$ cat src/cbt_pkg.sv
package cbt_pkg;
   // Mode register addresses (6-bit MA field)
   localparam logic [5:0] MA_CA_REF = 6'h0c;
   localparam logic [5:0] MA_SP_CTRL = 6'h0d;
   localparam logic [5:0] MA_DQ_REF = 6'h0e;
   // Field positions
   localparam int REF_LEVEL_MSB = 5;
   localparam int REF_RANGE_BIT = 6;
   localparam int SP_TRAIN_BIT = 0;
   localparam int SP_HICUR_BIT = 3;
   localparam int SP_WRITE_SETPOINT_SELECT_BIT = 6;
   localparam int SP_OPERATING_SETPOINT_SET_BIT = 7;
   // Reset values
   localparam logic [7:0] CA_REF_RESET = 8'h4d;
   localparam logic [7:0] DQ_REF_RESET = 8'h4d;
   localparam logic [7:0] SP_CTRL_RESET = 8'h00;
   // Timing figures and derived counts
   localparam int CLK_PERIOD_PS = 5000;
   localparam int VREF_LONG_NS = 250;
   localparam int VREF_WEAK_US = 1000;
   localparam int VREF_LONG_CYC = (VREF_LONG_NS * 1000) / CLK_PERIOD_PS;
   localparam int VREF_WEAK_CYC = (VREF_WEAK_US * 1000 * 1000) / CLK_PERIOD_PS;
   localparam int MRD_CYC_DEF = 4;
   localparam int CAENT_CYC_DEF = 50;
   localparam int MRW_CYC_DEF = 4;
   localparam int CNT_W = 24;
   // Command bus: one mode register write
   typedef struct packed {
      logic valid;
      logic [5:0] addr;
      logic [7:0] data;
   } cbt_mrw_type;
   // Lower byte data pins seen in training
   typedef struct packed {
      logic mask_inv;
      logic [7:0] dq;
   } cbt_lo_in_type;
endpackage

$ cat src/cbt_sync.sv
`timescale 1ns/100ps
module cbt_sync
   import cbt_pkg::*;
#(
   parameter int W = 1
) (
   // Clock and reset
   input wire logic clk,
   input wire logic rst,
   // Async in, synced out
   input wire logic [W-1:0] d,
   output logic [W-1:0] q
);
   logic [W-1:0] meta_q;
   // Two-stage synchroniser; first stage read only by second
   always_ff @(posedge clk) begin
      if (rst) begin
         meta_q <= '0;
         q <= '0;
      end else begin
         meta_q <= d;
         q <= meta_q;
      end
   end
endmodule

$ cat src/cbt_train.sv
`timescale 1ns/100ps
// Operation
// DQ reference register: level bits 5..0, range bit 6, set by mode write.
// Controller spaces reference writes by 100 ns or 200 ns.
// Full-range reference change settles within 250 ns; busy flag shows it.
// High current mode off: every change settles up to 1 ms.
// Power-up runs from set-point zero.
// Controller selects write set-point one and programs it before training.
// Controller enters training by mode write setting control bit 0.
// After mode delay, clock-enable low switches to alternate set-point.
// Clock-enable high reverts to the set-point active before training.
// Trained CA reference is not kept; controller rewrites it.
// Lower strobe toggles capture data pins 6..0.
// Pins 5..0 give CA level, pin 6 gives CA range.
// Captured pin n maps to CA reference bit n.
// Pin 7 and lower mask pin are ignored in training.
// Pins 13..8 drive back latched CA values.
// Upper strobes, upper mask, pins 15..14 stay undriven.
// Strobe updates accepted only after training entry delay.
// Controller waits long settle time after each CA setting.
// Echo follows latched CA with no read command.
// Exit: clock-enable high, wait, mode write clearing bit 0, wait.
// Entry from idle or self refresh alike, clock-enable high first.
// Controller trains terminating rank first.
// CA bit k drives data pin 8+k.
// Controller gives two strobe pulses per code.
// Delays are configurable cycle counts.
module cbt_train
   import cbt_pkg::*;
#(
   parameter int MRD_CYC = MRD_CYC_DEF,
   parameter int CAENT_CYC = CAENT_CYC_DEF,
   parameter int LONG_CYC = VREF_LONG_CYC,
   parameter int WEAK_CYC = VREF_WEAK_CYC
) (
   // Clock and reset
   input wire logic clk,
   input wire logic rst,
   // Command side from controller
   input wire cbt_mrw_type mrw,
   input wire logic cke,
   input wire logic cs,
   input wire logic [5:0] ca,
   // Lower byte pins, inputs in training
   input wire logic dqs_lo_t,
   input wire logic dqs_lo_c,
   input wire cbt_lo_in_type lo_in,
   // Upper byte pins
   output logic [7:0] dq_hi_out,
   output logic [7:0] dq_hi_oe,
   output logic dqs_hi_out,
   output logic dqs_hi_oe,
   output logic mask_hi_out,
   output logic mask_hi_oe,
   // State seen by the rest of the die
   output logic [7:0] dq_reference_setting,
   output logic [7:0] ca_reference_setting,
   output logic [7:0] setpoint_control_reg,
   output logic operating_setpoint_set,
   output logic command_bus_training_mode,
   output logic ref_settling
);
   // Sequencer states; ENTRY covers the strobe lockout after clock-enable falls
   typedef enum logic [1:0] {
      ST_NORMAL,
      ST_ARMED,
      ST_ENTRY,
      ST_TRAIN
   } cbt_state_type;

   // Sequencer state
   cbt_state_type state_q;
   cbt_state_type state_d;
   // Mode registers and the temporary trained CA value
   logic [7:0] dq_ref_q;
   logic [7:0] ca_ref_q;
   logic [7:0] sp_q;
   logic [7:0] ca_train_q;
   // Set-point in use right now
   logic fsp_live_q;
   // Down counters for entry delays and reference settling
   logic [CNT_W-1:0] dly_q;
   logic [CNT_W-1:0] settle_q;
   // CA value caught on the last chip select rise in training
   logic [5:0] ca_latch_q;
   // One-cycle history for edge detection
   logic cke_q;
   logic cs_q;
   logic dqs_q;
   logic dqs_prev_q;
   // Synchronised pin levels
   logic [5:0] ca_s;
   logic [7:0] dq_s;
   logic cke_n_s;
   logic cke_s;
   logic cs_s;
   logic dqs_s;
   logic mask_s;
   // Strobe pair folded to one level before crossing
   logic strobe_pins;

   // Control pins; clock-enable crosses inverted so the synchroniser's
   // reset level matches the idle-high pin and no false edge follows reset
   assign strobe_pins = dqs_lo_t & ~dqs_lo_c;
   cbt_sync #(.W(3)) u_sync_ctrl (
      .clk(clk),
      .rst(rst),
      .d({~cke, cs, strobe_pins}),
      .q({cke_n_s, cs_s, dqs_s})
   );
   assign cke_s = ~cke_n_s;

   // Data-side pins; bit 7 and the mask pin cross but are never used
   // Limitation: a pin changing at a strobe edge may land one cycle apart
   cbt_sync #(.W(15)) u_sync_data (
      .clk(clk),
      .rst(rst),
      .d({ca, lo_in.dq, lo_in.mask_inv}),
      .q({ca_s, dq_s, mask_s})
   );

   // Decode of mode writes and pin events
   // Mode writes arrive on our own clock, so they need no synchroniser
   wire mrw_ca = mrw.valid && (mrw.addr == MA_CA_REF);
   wire mrw_dq = mrw.valid && (mrw.addr == MA_DQ_REF);
   wire mrw_sp = mrw.valid && (mrw.addr == MA_SP_CTRL);
   wire train_en = sp_q[SP_TRAIN_BIT];

   // Pin events: clock-enable and chip select in the cycle the synchronised level changes, strobe one cycle after
   wire cke_fall = cke_q & ~cke_s;
   wire cke_rise = ~cke_q & cke_s;
   wire dqs_edge = dqs_q ^ dqs_prev_q; // Both edges capture; last one wins
   wire cs_rise = cs_s & ~cs_q;

   // Training phase qualifiers
   wire in_train = (state_q == ST_ENTRY) || (state_q == ST_TRAIN);
   wire accept_ca = (state_q == ST_TRAIN) && dqs_edge;

   // Reference settling; any reference change restarts the window
   wire hicur = sp_q[SP_HICUR_BIT];
   wire ref_write = mrw_ca || mrw_dq || accept_ca;
   // Settle window: 250 ns with high current mode, 1 ms without
   wire [CNT_W-1:0] settle_len = hicur ? CNT_W'(LONG_CYC) : CNT_W'(WEAK_CYC);
   wire dly_done = (dly_q == '0);

   // Training sequencer
   // Leaving needs only clock-enable high; the control bit is cleared later
   always_comb begin
      state_d = state_q;
      unique case (state_q)
         ST_NORMAL: begin
            if (train_en) state_d = ST_ARMED;
         end
         ST_ARMED: begin
            if (!train_en) state_d = ST_NORMAL;
            else if (dly_done && cke_fall) state_d = ST_ENTRY;
         end
         ST_ENTRY: begin
            if (cke_rise) state_d = ST_NORMAL;
            else if (dly_done) state_d = ST_TRAIN;
         end
         ST_TRAIN: begin
            if (cke_rise) state_d = ST_NORMAL;
         end
      endcase
   end

   // Delay counter for mode and entry delays
   // Reloaded on arming and on entry; idles at zero otherwise
   always_ff @(posedge clk) begin
      if (rst) begin
         dly_q <= '0;
      end else if (state_q == ST_NORMAL && train_en) begin
         dly_q <= CNT_W'(MRD_CYC);
      end else if (state_q == ST_ARMED && state_d == ST_ENTRY) begin
         dly_q <= CNT_W'(CAENT_CYC);
      end else if (!dly_done) begin
         dly_q <= dly_q - CNT_W'(1);
      end
   end

   // Pin history and state
   // History resets to idle pin levels: clock-enable high, strobe low
   always_ff @(posedge clk) begin
      if (rst) begin
         state_q <= ST_NORMAL;
         cke_q <= 1'b1;
         cs_q <= 1'b0;
         dqs_q <= 1'b0;
         dqs_prev_q <= 1'b0;
      end else begin
         state_q <= state_d;
         cke_q <= cke_s;
         cs_q <= cs_s;
         dqs_q <= dqs_s;
         dqs_prev_q <= dqs_q;
      end
   end

   // Mode registers; each write goes only to its addressed register, in training or not
   // Each address owns one register, so two writes never collide
   always_ff @(posedge clk) begin
      if (rst) begin
         dq_ref_q <= DQ_REF_RESET;
         ca_ref_q <= CA_REF_RESET;
         sp_q <= SP_CTRL_RESET;
      end else begin
         if (mrw_dq) begin
            dq_ref_q <= mrw.data;
         end
         if (mrw_ca) begin
            ca_ref_q <= mrw.data;
         end
         if (mrw_sp) begin
            sp_q <= mrw.data;
         end
      end
   end

   // Temporary CA reference from strobes; dropped on exit
   // Seeded from the register on arming so training starts from a known value
   always_ff @(posedge clk) begin
      if (rst) begin
         ca_train_q <= CA_REF_RESET;
      end else if (state_q == ST_ARMED) begin
         ca_train_q <= ca_ref_q;
      end else if (accept_ca) begin
         ca_train_q <= {1'b0, dq_s[REF_RANGE_BIT:0]};
      end
   end

   // Live set-point flips on entry, back on exit
   // Outside training it simply follows the control register
   always_ff @(posedge clk) begin
      if (rst) begin
         fsp_live_q <= 1'b0;
      end else if (state_q == ST_ARMED && state_d == ST_ENTRY) begin
         fsp_live_q <= ~sp_q[SP_OPERATING_SETPOINT_SET_BIT];
      end else if (in_train && state_d == ST_NORMAL) begin
         fsp_live_q <= sp_q[SP_OPERATING_SETPOINT_SET_BIT];
      end else if (!in_train) begin
         fsp_live_q <= sp_q[SP_OPERATING_SETPOINT_SET_BIT];
      end
   end

   // Reference settle timer restarts on each change
   // One timer serves both references: the latest change sets the wait
   always_ff @(posedge clk) begin
      if (rst) begin
         settle_q <= '0;
      end else if (ref_write) begin
         settle_q <= settle_len;
      end else if (settle_q != '0) begin
         settle_q <= settle_q - CNT_W'(1);
      end
   end

   // CA latched on chip select, echoed without a read
   // The echo value holds until the next chip select rise in training, even after exit
   always_ff @(posedge clk) begin
      if (rst) begin
         ca_latch_q <= '0;
      end else if (in_train && cs_rise) begin
         ca_latch_q <= ca_s;
      end
   end

   // Upper byte, one slice per pin: 13..8 echo CA, 15..14 left floating
   // Floating the spare pins saves drivers and is allowed in training
   for (genvar i = 0; i < 8; i++) begin : g_hi
      if (i < 6) begin : g_echo
         assign dq_hi_out[i] = ca_latch_q[i];
         assign dq_hi_oe[i] = in_train;
      end else begin : g_float
         assign dq_hi_out[i] = 1'b0;
         assign dq_hi_oe[i] = 1'b0;
      end
   end

   // Upper strobe and mask never driven
   assign dqs_hi_out = 1'b0;
   assign dqs_hi_oe = 1'b0;
   assign mask_hi_out = 1'b0;
   assign mask_hi_oe = 1'b0;

   // Visible register state
   // The CA reference shows the temporary value while training runs
   assign dq_reference_setting = dq_ref_q;
   assign ca_reference_setting = in_train ? ca_train_q : ca_ref_q;
   assign setpoint_control_reg = sp_q;
   assign operating_setpoint_set = fsp_live_q;
   assign command_bus_training_mode = in_train;
   assign ref_settling = (settle_q != '0);
endmodule

$ cat config.mk
export PLATFORM = sky130hd
export DESIGN_NAME = cbt_train
export DESIGN_NICKNAME = d
export VERILOG_FILES = /design/src/cbt_pkg.sv /design/src/cbt_sync.sv /design/src/cbt_train.sv
export SDC_FILE = /design/constraint.sdc
export NUM_CORES = 1
export LEC_CHECK = 0
export ABC_CLOCK_PERIOD_IN_PS = 3440
export BUFFER_PORTS_ARGS = -buffer_cell sky130_fd_sc_hd__buf_2
export CORE_ASPECT_RATIO = 1.75
export CORE_MARGIN = 1
export CORE_UTILIZATION = 50
export DETAILED_ROUTE_END_ITERATION = 8
export PLACE_DENSITY_LB_ADDON = 0.05
export SLEW_MARGIN = 20
export SYNTH_ARGS = -nofsm -noshare
export SYNTH_HDL_FRONTEND = slang
export SYNTH_SLANG_ARGS = --single-unit
export TNS_END_PERCENT = 50
$ cat constraint.sdc
create_clock -name clk -period 3.44 [get_ports clk]
set_clock_uncertainty 0.15 [all_clocks]
set_input_delay 0.172 -clock clk [delete_from_list [all_inputs] [get_ports clk]]
set_output_delay 0.172 -clock clk [all_outputs]
set_load 0.02 [all_outputs]
==> results of run 1 <==
-- worst paths after layout --
check / from / endpoint / slack (ps) / cells past startpoint
hold / removal: mrw[12] / dq_reference_setting[7] / 150 / 5
setup / recovery: settle_q[0] / ref_settling / 480 / 6
hold reg to reg: u_sync_ctrl.q[2] / cke_q / 260 / 1
setup reg to reg: settle_q[0] / settle_q[20] / 730 / 6
-- final cells by class --
class                           count  share of cell area
Multi-Input combinational cell    398               0.385
Sequential cell                   125               0.384
Timing Repair Buffer              110               0.110
Clock buffer                       17              0.0653
Tap cell                          127              0.0244
Clock inverter                     15              0.0234
Inverter                           13             0.00749
-- cells in the mapped netlist, types with 2 or more instances --
cell type,count,area (sq um)
and3_1,7,43.8
a21oi_1,39,195
nand3_1,18,90.1
clkbuf_1,24,90.1
a21o_1,2,15.0
a31oi_1,3,18.8
nand4_1,5,31.3
mux2i_1,30,300
buf_2,3,15.0
or3_1,11,68.8
nor2_1,64,240
dfxtp_1,125,2500
ha_1,2,25.0
a211oi_1,15,113
and4_1,2,17.5
a211o_1,10,87.6
nand3b_1,5,37.5
o31ai_1,5,37.5
o21ai_0,13,65.1
nor2b_1,40,250
xnor2_1,8,70.1
nand2b_1,7,43.8
xor2_1,8,70.1
or4_1,4,30.0
nand2_1,28,105
nor3_1,13,65.1
or2_2,7,43.8
inv_1,13,48.8
buf_4,14,105
mux2_2,7,78.8
nor4_1,14,87.6
and2_1,2,12.5
buf_1,3,11.3
-- report_power, final --
| part | internal, mW | total, mW | switching [mW] | leakage, nW |
|---|---|---|---|---|
| clock | 1.02 | 1.74 | 0.718 | 0.272 |
| combinational | 0.924 | 2.41 | 1.48 | 1.43 |
| sequential | 1.71 | 1.96 | 0.248 | 1.02 |
| total | 3.65 | 6.10 | 2.45 | 2.72 |
-- worst register-to-register path, delay by kind of cell (launching register included) --
family          cells  cell delay [ps]
simple gates        3             1750
buf+inv             1               70
compound gates      1              130
flops               1              340
fa+ha+maj           1              200
-- layer usage --
metal,global-route usage,vias to the layer above,wire [um]
li1,-,2186,-
met2,0.400,75,6150
met1,0.242,2054,4940
met3,0.0523,19,297
met5,0,-,0
met4,0.0889,0,199
-- cells in the final DEF (no fill, tap or decap), drive strengths merged, types with 13 or more instances in the layout --
cell type	Yosys	layout
nand3	18	18
nor4	16	16
nor3	14	14
a211oi	15	15
mux2i	30	30
inv	13	22
nor2b	40	40
dfxtp	125	125
a21oi	40	40
clkbuf	24	17
buf	21	81
dlygate4sd3	0	29
o21ai	13	13
nand2	28	28
nor2	64	64
-- kinds of logic after synthesis --
group,after synthesis
multiplexers,37
AO/OA/AOI/OAI,100
AND/OR/NAND/NOR,235
adder cells (fa/ha/maj),2
buffers and inverters,58
XOR/XNOR,16
other,1
flip-flops,125
-- per-stage QoR --
stage               cells  worst slack [ps]  area (sq um)  power [mW]
floorplan             581               957          5290        3.86
global placement      744               781          5650        4.27
detailed placement    744               739          5650        4.33
CTS                   805               445          6510        6.11
global route          805               306          6510        6.51
finish                805               477          6510        6.10
==> flow_summary.ini, run 1 <==
[outcome]
outcome = finished, final reports clean

[cts]
htreeDepth = 4
cts_tree = done
numClockSinks = 125
cts_root_buf = clkbuf_16
clk_pin_slew_ps = 60
hold_buffers = 29
cts_buffers = 17
clkLatencyLatePin_ps = 410
max-clock-path-buffers = 2
post-cts-setup-buffer-count = 0
post_cts_resized = 0

[finish]
area_growth_pct = 23.9
final_layout_size_suffix_gt1_frac = 0.199
reg_top3 = dly_q: 24 flops, settle_q: 24 flops
fin_nets = 703
multi_input_area_sq_um = 2510
seqCellArea_sq_um = 2500
fin_util = 0.636
antennaDiodeCount = 0
fillers = 890

[grt]
grt_util_all_layers = 0.221
grt_pass1_wl_um = 18700
grt_max_degree = 70
antenna_found_initial = 0
overflow = 0
grt_pass1_vias = 4098

[floorplan]
dieArea_sq_um = 10900
die_w_um = 79.5
die_h_um = 138
initial_core_util = 0.514
num_rows = 49
coreArea_sq_um = 10200
pin_count = 83

[synth]
ys.flop_type = dfxtp_1
synthArstFlopShare = 0
synth_adder_area_share = 0.00476
yosys-mux-area-fraction = 0.0721
synth_compound_area_frac = 0.127
synth_edf_count = 0
synth_seq_area_share = 0.476
synth_top_family_by_area = simple AND/OR/NAND/NOR gates
synth_area_per_cell_sq_um = 9.16
syn-cell-area_sq_um = 5260
ys_ff_latch = 125
synth_cell_type_count = 56
syn_inst = 574
synthXorXnorAreaFrac = 0.0266
synth-simple-area-share = 0.240
yosys_warnings = 0

[pwr]
worst_ir_drop_vdd_uv = 534
power.density_nw_per_um2 = 937
p_leak_nw = 2.72

[timing]
rsz0062_at_grt = false
final_max_slew_viol_count = 0
hold_ws_ps = 147
finalSetupViolations = 0
max_slew_margin = 0.524
fmax_mhz = 337
hold_viol_final = 0
post-route-min-period_ps = 2960
tightest_slew_ps = 707
setup_tns_ps = 0
min_period_over_period = 0.861

[setup_path]
max_stage_delay_ps = 600
critPathCaptureType = output pin
critPathBufInv = 2
start_kind = flip-flop
path_cells = inv_1 -> ha_1 -> or4b_1 -> nor3_4 -> nand2_1 -> buf_2
worstPathRequired_ps = 3120
path_delay_family = simple AND/OR/NAND/NOR gates
crit_path_max_fanout = 9
critical_path_class = reg2out
crit_slowest_cell = or4b_1
cp.arrival_ps = 2640

[place]
dp_hpwl_um = 7630
finalWeightedCongestion = 0.802
port_buffers = 72

[run]
drv_cap = 0

[drt]
via_per_inst = 5.38
drtIter0Drc = 139
dr.pass1.iters = 6
vias = 4334
routedWlPerCell_um = 14.4
drc = 0
ant_nets = 0
wirelength_um = 11600

[worst_hold_path]
hp-class = in2reg
Power figures use the tool's default switching activity.
==> inputs of run 2 (changes only) <==
--- a/config.mk
+++ b/config.mk
@@ -8,10 +8,11 @@
 export ABC_CLOCK_PERIOD_IN_PS = 3440
 export BUFFER_PORTS_ARGS = -buffer_cell sky130_fd_sc_hd__buf_2
 export CORE_ASPECT_RATIO = 1.75
-export CORE_MARGIN = 1
+export CORE_MARGIN = 3
 export CORE_UTILIZATION = 50
 export DETAILED_ROUTE_END_ITERATION = 8
 export PLACE_DENSITY_LB_ADDON = 0.05
+export SETUP_SLACK_MARGIN = 0.5
 export SLEW_MARGIN = 20
 export SYNTH_ARGS = -nofsm -noshare
 export SYNTH_HDL_FRONTEND = slang
==> flow_summary.ini, run 2 (same netlist as run 1, synthesis figures left out) <==
[timing]
setup_tns_ps = 0
finalSetupViolations = 0
tightest_slew_ps = 791
setup_ws_ps = 653
rsz0062_at_grt = true
fmax_mhz = 359
hold_viol_final = 0
min_period_over_period = 0.810
max_slew_margin = 0.472
post-route-min-period_ps = 2790
final_max_slew_viol_count = 0

[pwr]
clockPowerShare = 0.294
p_leak_nw = 2.74
worst_ir_drop_vdd_uv = 560
finalPower_mw = 6.23
switchingPower_mw = 2.44
combPwrFrac = 0.392
power.density_nw_per_um2 = 954
p_seq_frac = 0.314
switching_share = 0.392
p_int_mw = 3.79

[finish]
reg_top3 = dly_q: 24 flops, settle_q: 24 flops
antennaDiodeCount = 0
layout_commonest_cell = dfxtp_1
layout_common_cells = dfxtp_1 (125), buf_2 (72), nor2_1 (64)
final_layout_size_suffix_gt1_frac = 0.203
fin_nets = 701
area_growth_pct = 24.2

[floorplan]
initial_core_util = 0.521
coreArea_sq_um = 10100
die_h_um = 142
num_rows = 48
pin_count = 83
die_w_um = 83.5
dieArea_sq_um = 11800

[place]
finalWeightedCongestion = 0.844
port_buffers = 72
dp_hpwl_um = 7830
pre_cts_ws_ps = 714

[drt]
ant_nets = 0
routedWlPerCell_um = 14.6
drc = 0
drtIter0Drc = 163
via_per_inst = 5.45
dr.pass1.iters = 4
vias = 4365
wirelength_um = 11700

[setup_path]
r2r_start = settle_q[0]
critPathCaptureType = output pin
r2r_cells = 6
critical_path_class = reg2out
path_cells = inv_1 -> ha_1 -> or4b_1 -> nor3_4 -> nand2_2 -> buf_2
crit_path_max_fanout = 9
crit_slowest_cell = or4b_1
max_stage_delay_ps = 610
worstPathRequired_ps = 3120
cp-startpoint = settle_q[0]
start_kind = flip-flop
cp.arrival_ps = 2470

[worst_hold_path]
hp-class = in2reg
hold_depth = 5
hp-start = mrw[13]

[outcome]
outcome = finished, final reports clean

[grt]
grt_pass1_vias = 4391
antenna_found_initial = 0
overflow = 0
grt_max_degree = 84
grt_pass1_wl_um = 19700
grt_util_all_layers = 0.202

[cts]
cts_buffers = 17
clk_pin_slew_ps = 60
cts_root_buf = clkbuf_16
max-clock-path-buffers = 2
numClockSinks = 125
cts_tree = done
htreeDepth = 4
clkLatencyLatePin_ps = 410

[run]
drv_cap = 0
[run 2: cell type report]
type	count	area (sq um)
clock buffer	17	425
clock inverter	15	188
fill	851	3560
inverter	13	48.8
multi-input combinational	398	2510
sequential	125	2500
tap	125	156
timing repair buffer	108	698
[run 2: metal layers]
metal | up-vias | track usage | share of wire
met4 | 0 | 0.0924 | 0.015
met1 | 2090 | 0.214 | 0.41
met5 | - | 0 | 0
li1 | 2178 | - | -
met2 | 83 | 0.377 | 0.54
met3 | 14 | 0.0442 | 0.033
[run 2: metrics by stage]
stage | cell area (sq um) | instances | hold WS (ps) | utilization
finish | 6530 | 801 | 137 | 0.647
global route | 6530 | 801 | 163 | 0.647
CTS | 6530 | 801 | 127 | 0.647
detailed placement | 5640 | 742 | 182 | 0.559
global placement | 5640 | 742 | 176 | 0.559
floorplan | 5290 | 581 | 88.7 | -
[run 2: worst paths after layout]
check,endpoint,slack (ps)
setup reg to reg,settle_q[20],710
hold / removal,dq_reference_setting[5],140
setup / recovery,ref_settling,650
hold reg to reg,cke_q,250
[run 2: power groups by stage]
stage	registers, mW	logic (mW)	clock network, mW
final	1.95	2.44	1.83
after global routing	1.99	2.76	1.92
after CTS	1.95	2.44	1.86
after global placement	1.96	2.30	0
after detailed placement	1.97	2.39	0
after floorplan	1.92	1.94	0
[run 2: repair_timing]
action                                 CTS  global route
buffers inserted                         0             0
gates resized for setup                  1             1
pin swaps                                0             1
hold buffers                            27             0
setup endpoints to repair                1             2
endpoints found under the hold margin   40             0
[run 2: critical path, delay by kind of cell (launching register included)]
family / cells / cell delay (ps)
adders and majority gates: 1 / 190
buffers and inverters: 2 / 280
DFF: 1 / 330
and+or+nand+nor: 3 / 1240
==> inputs of run 3 (changes only) <==
--- a/config.mk
+++ b/config.mk
@@ -5,7 +5,7 @@
 export SDC_FILE = /design/constraint.sdc
 export NUM_CORES = 1
 export LEC_CHECK = 0
-export ABC_CLOCK_PERIOD_IN_PS = 3440
+export ABC_CLOCK_PERIOD_IN_PS = 2650
 export BUFFER_PORTS_ARGS = -buffer_cell sky130_fd_sc_hd__buf_2
 export CORE_ASPECT_RATIO = 1.75
 export CORE_MARGIN = 3
==> constraint.sdc (replaced) <==
create_clock -name clk -period 2.65 [get_ports clk]
set_clock_uncertainty 0.15 [all_clocks]
set_input_delay 0.1325 -clock clk [delete_from_list [all_inputs] [get_ports clk]]
set_output_delay 0.1325 -clock clk [all_outputs]
set_load 0.02 [all_outputs]
==> flow_summary.ini, run 3 (same netlist as run 1, synthesis figures left out) <==
[outcome]
outcome = finished, final reports clean

[setup_path]
critPathCaptureType = output pin
r2r_start = settle_q[1]
start_kind = flip-flop
critical_path_class = reg2out
max_stage_delay_ps = 560
path_cells = or4_4 -> buf_4 -> nor3_4 -> buf_6 -> nand2_8 -> buf_6
crit_slowest_cell = or4_4
cp.arrival_ps = 2010
critPathBufInv = 3
crit_path_max_fanout = 9
path_delay_family = simple AND/OR/NAND/NOR gates
crit_path_frequent_cell = buf_6
worstPathRequired_ps = 2370
cp-startpoint = settle_q[6]

[cts]
cts_tree = done
cts_root_buf = clkbuf_16
max-clock-path-buffers = 2
clkLatencyLatePin_ps = 410
numClockSinks = 125
htreeDepth = 4
clk_pin_slew_ps = 50
cts_buffers = 17

[floorplan]
coreArea_sq_um = 10100
die_w_um = 83.5
die_h_um = 142
dieArea_sq_um = 11800
num_rows = 48
pin_count = 83
initial_core_util = 0.521

[place]
dp_hpwl_um = 7760
finalWeightedCongestion = 0.812
dp.cells = 754
port_buffers = 72

[pwr]
power.density_nw_per_um2 = 1280
worst_ir_drop_vdd_uv = 1280
p_leak_nw = 2.86

[timing]
rsz0062_at_grt = true
hold_viol_final = 0
min_period_over_period = 0.865
hold_ws_ps = 106
post-route-min-period_ps = 2290
max_slew_margin = 0.562
setup_tns_ps = 0
finalSetupViolations = 0
tightest_slew_ps = 655
final_max_slew_viol_count = 0
fmax_mhz = 436

[finish]
final_cells = 828
fillers = 818
layout_commonest_cell = dfxtp_1
reg_top3 = dly_q: 24 flops, settle_q: 24 flops
fin_nets = 729
antennaDiodeCount = 0
area_growth_pct = 30.4
layout_common_cells = dfxtp_1 (121), buf_2 (71), nor2_1 (64)
final_layout_size_suffix_gt1_frac = 0.252

[worst_hold_path]
hp-start = mrw[12]
hp-class = in2reg

[grt]
grt_pass1_vias = 4442
grt_util_all_layers = 0.206
grt_pass1_wl_um = 19900
overflow = 0
antenna_found_initial = 0
grt_max_degree = 43

[drt]
routedWlPerCell_um = 14.4
vias = 4464
wirelength_um = 12000
dr.pass1.iters = 7
drc = 0
ant_nets = 0
drtIter0Drc = 197
via_per_inst = 5.39

[run]
drv_cap = 0
## run 3: worst paths after layout
path	end	slack, ps	depth (start not counted)
max	ref_settling	360	6
min	dq_reference_setting[7]	110	5
max reg2reg	settle_q[20]	370	6
min reg2reg	cke_q	250	1
## run 3: area by class of cell
class / count / area [sq um] / area share
multi-input combinational: 398 / 2640 / 0.385
sequential: 125 / 2510 / 0.366
timing repair buffer: 136 / 941 / 0.137
clock buffer: 19 / 453 / 0.0661
tap: 125 / 156 / 0.0228
clock inverter: 12 / 113 / 0.0164
inverter: 13 / 48.8 / 0.00712
## run 3: metal layers
| layer | wire length, um | global-route usage |
|---|---|---|
| met5 | 0 | 0 |
| met3 | 402 | 0.0471 |
| met2 | 6500 | 0.388 |
| met1 | 4930 | 0.217 |
| met4 | 129 | 0.0881 |
## run 3: through the flow
step	total power [mW]	utilization	area [sq um]	worst slack (ps)
floorplan	5.07	-	5320	277
global placement	5.88	0.571	5760	245
detailed placement	5.96	0.571	5760	220
CTS	8.47	0.669	6750	379
global route	9.39	0.679	6860	281
finish	8.77	0.679	6860	357
## run 3: what timing repair did
action                                  4_1_cts  5_1_grt
gates resized for setup                      10       17
endpoints found under the setup margin       24       43
hold buffers                                 30        0
setup buffers                                10        3
pin swaps                                     4        5
hold endpoints to repair                     41        0
gates cloned                                  0        0
## run 3: worst register-to-register path: cells and delay by family (launching register included)
kind,cells,cell delay [ps]
simple gates,3,1460
flops,1,320
fa+ha+maj,1,120
compound gates,1,110
buf+inv,1,60
## run 3: power by group
part | internal, mW | leakage [nW] | switching (mW)
combinational | 1.74 | 1.58 | 2.28
sequential | 2.23 | 1.02 | 0.334
clock | 1.34 | 0.264 | 0.852
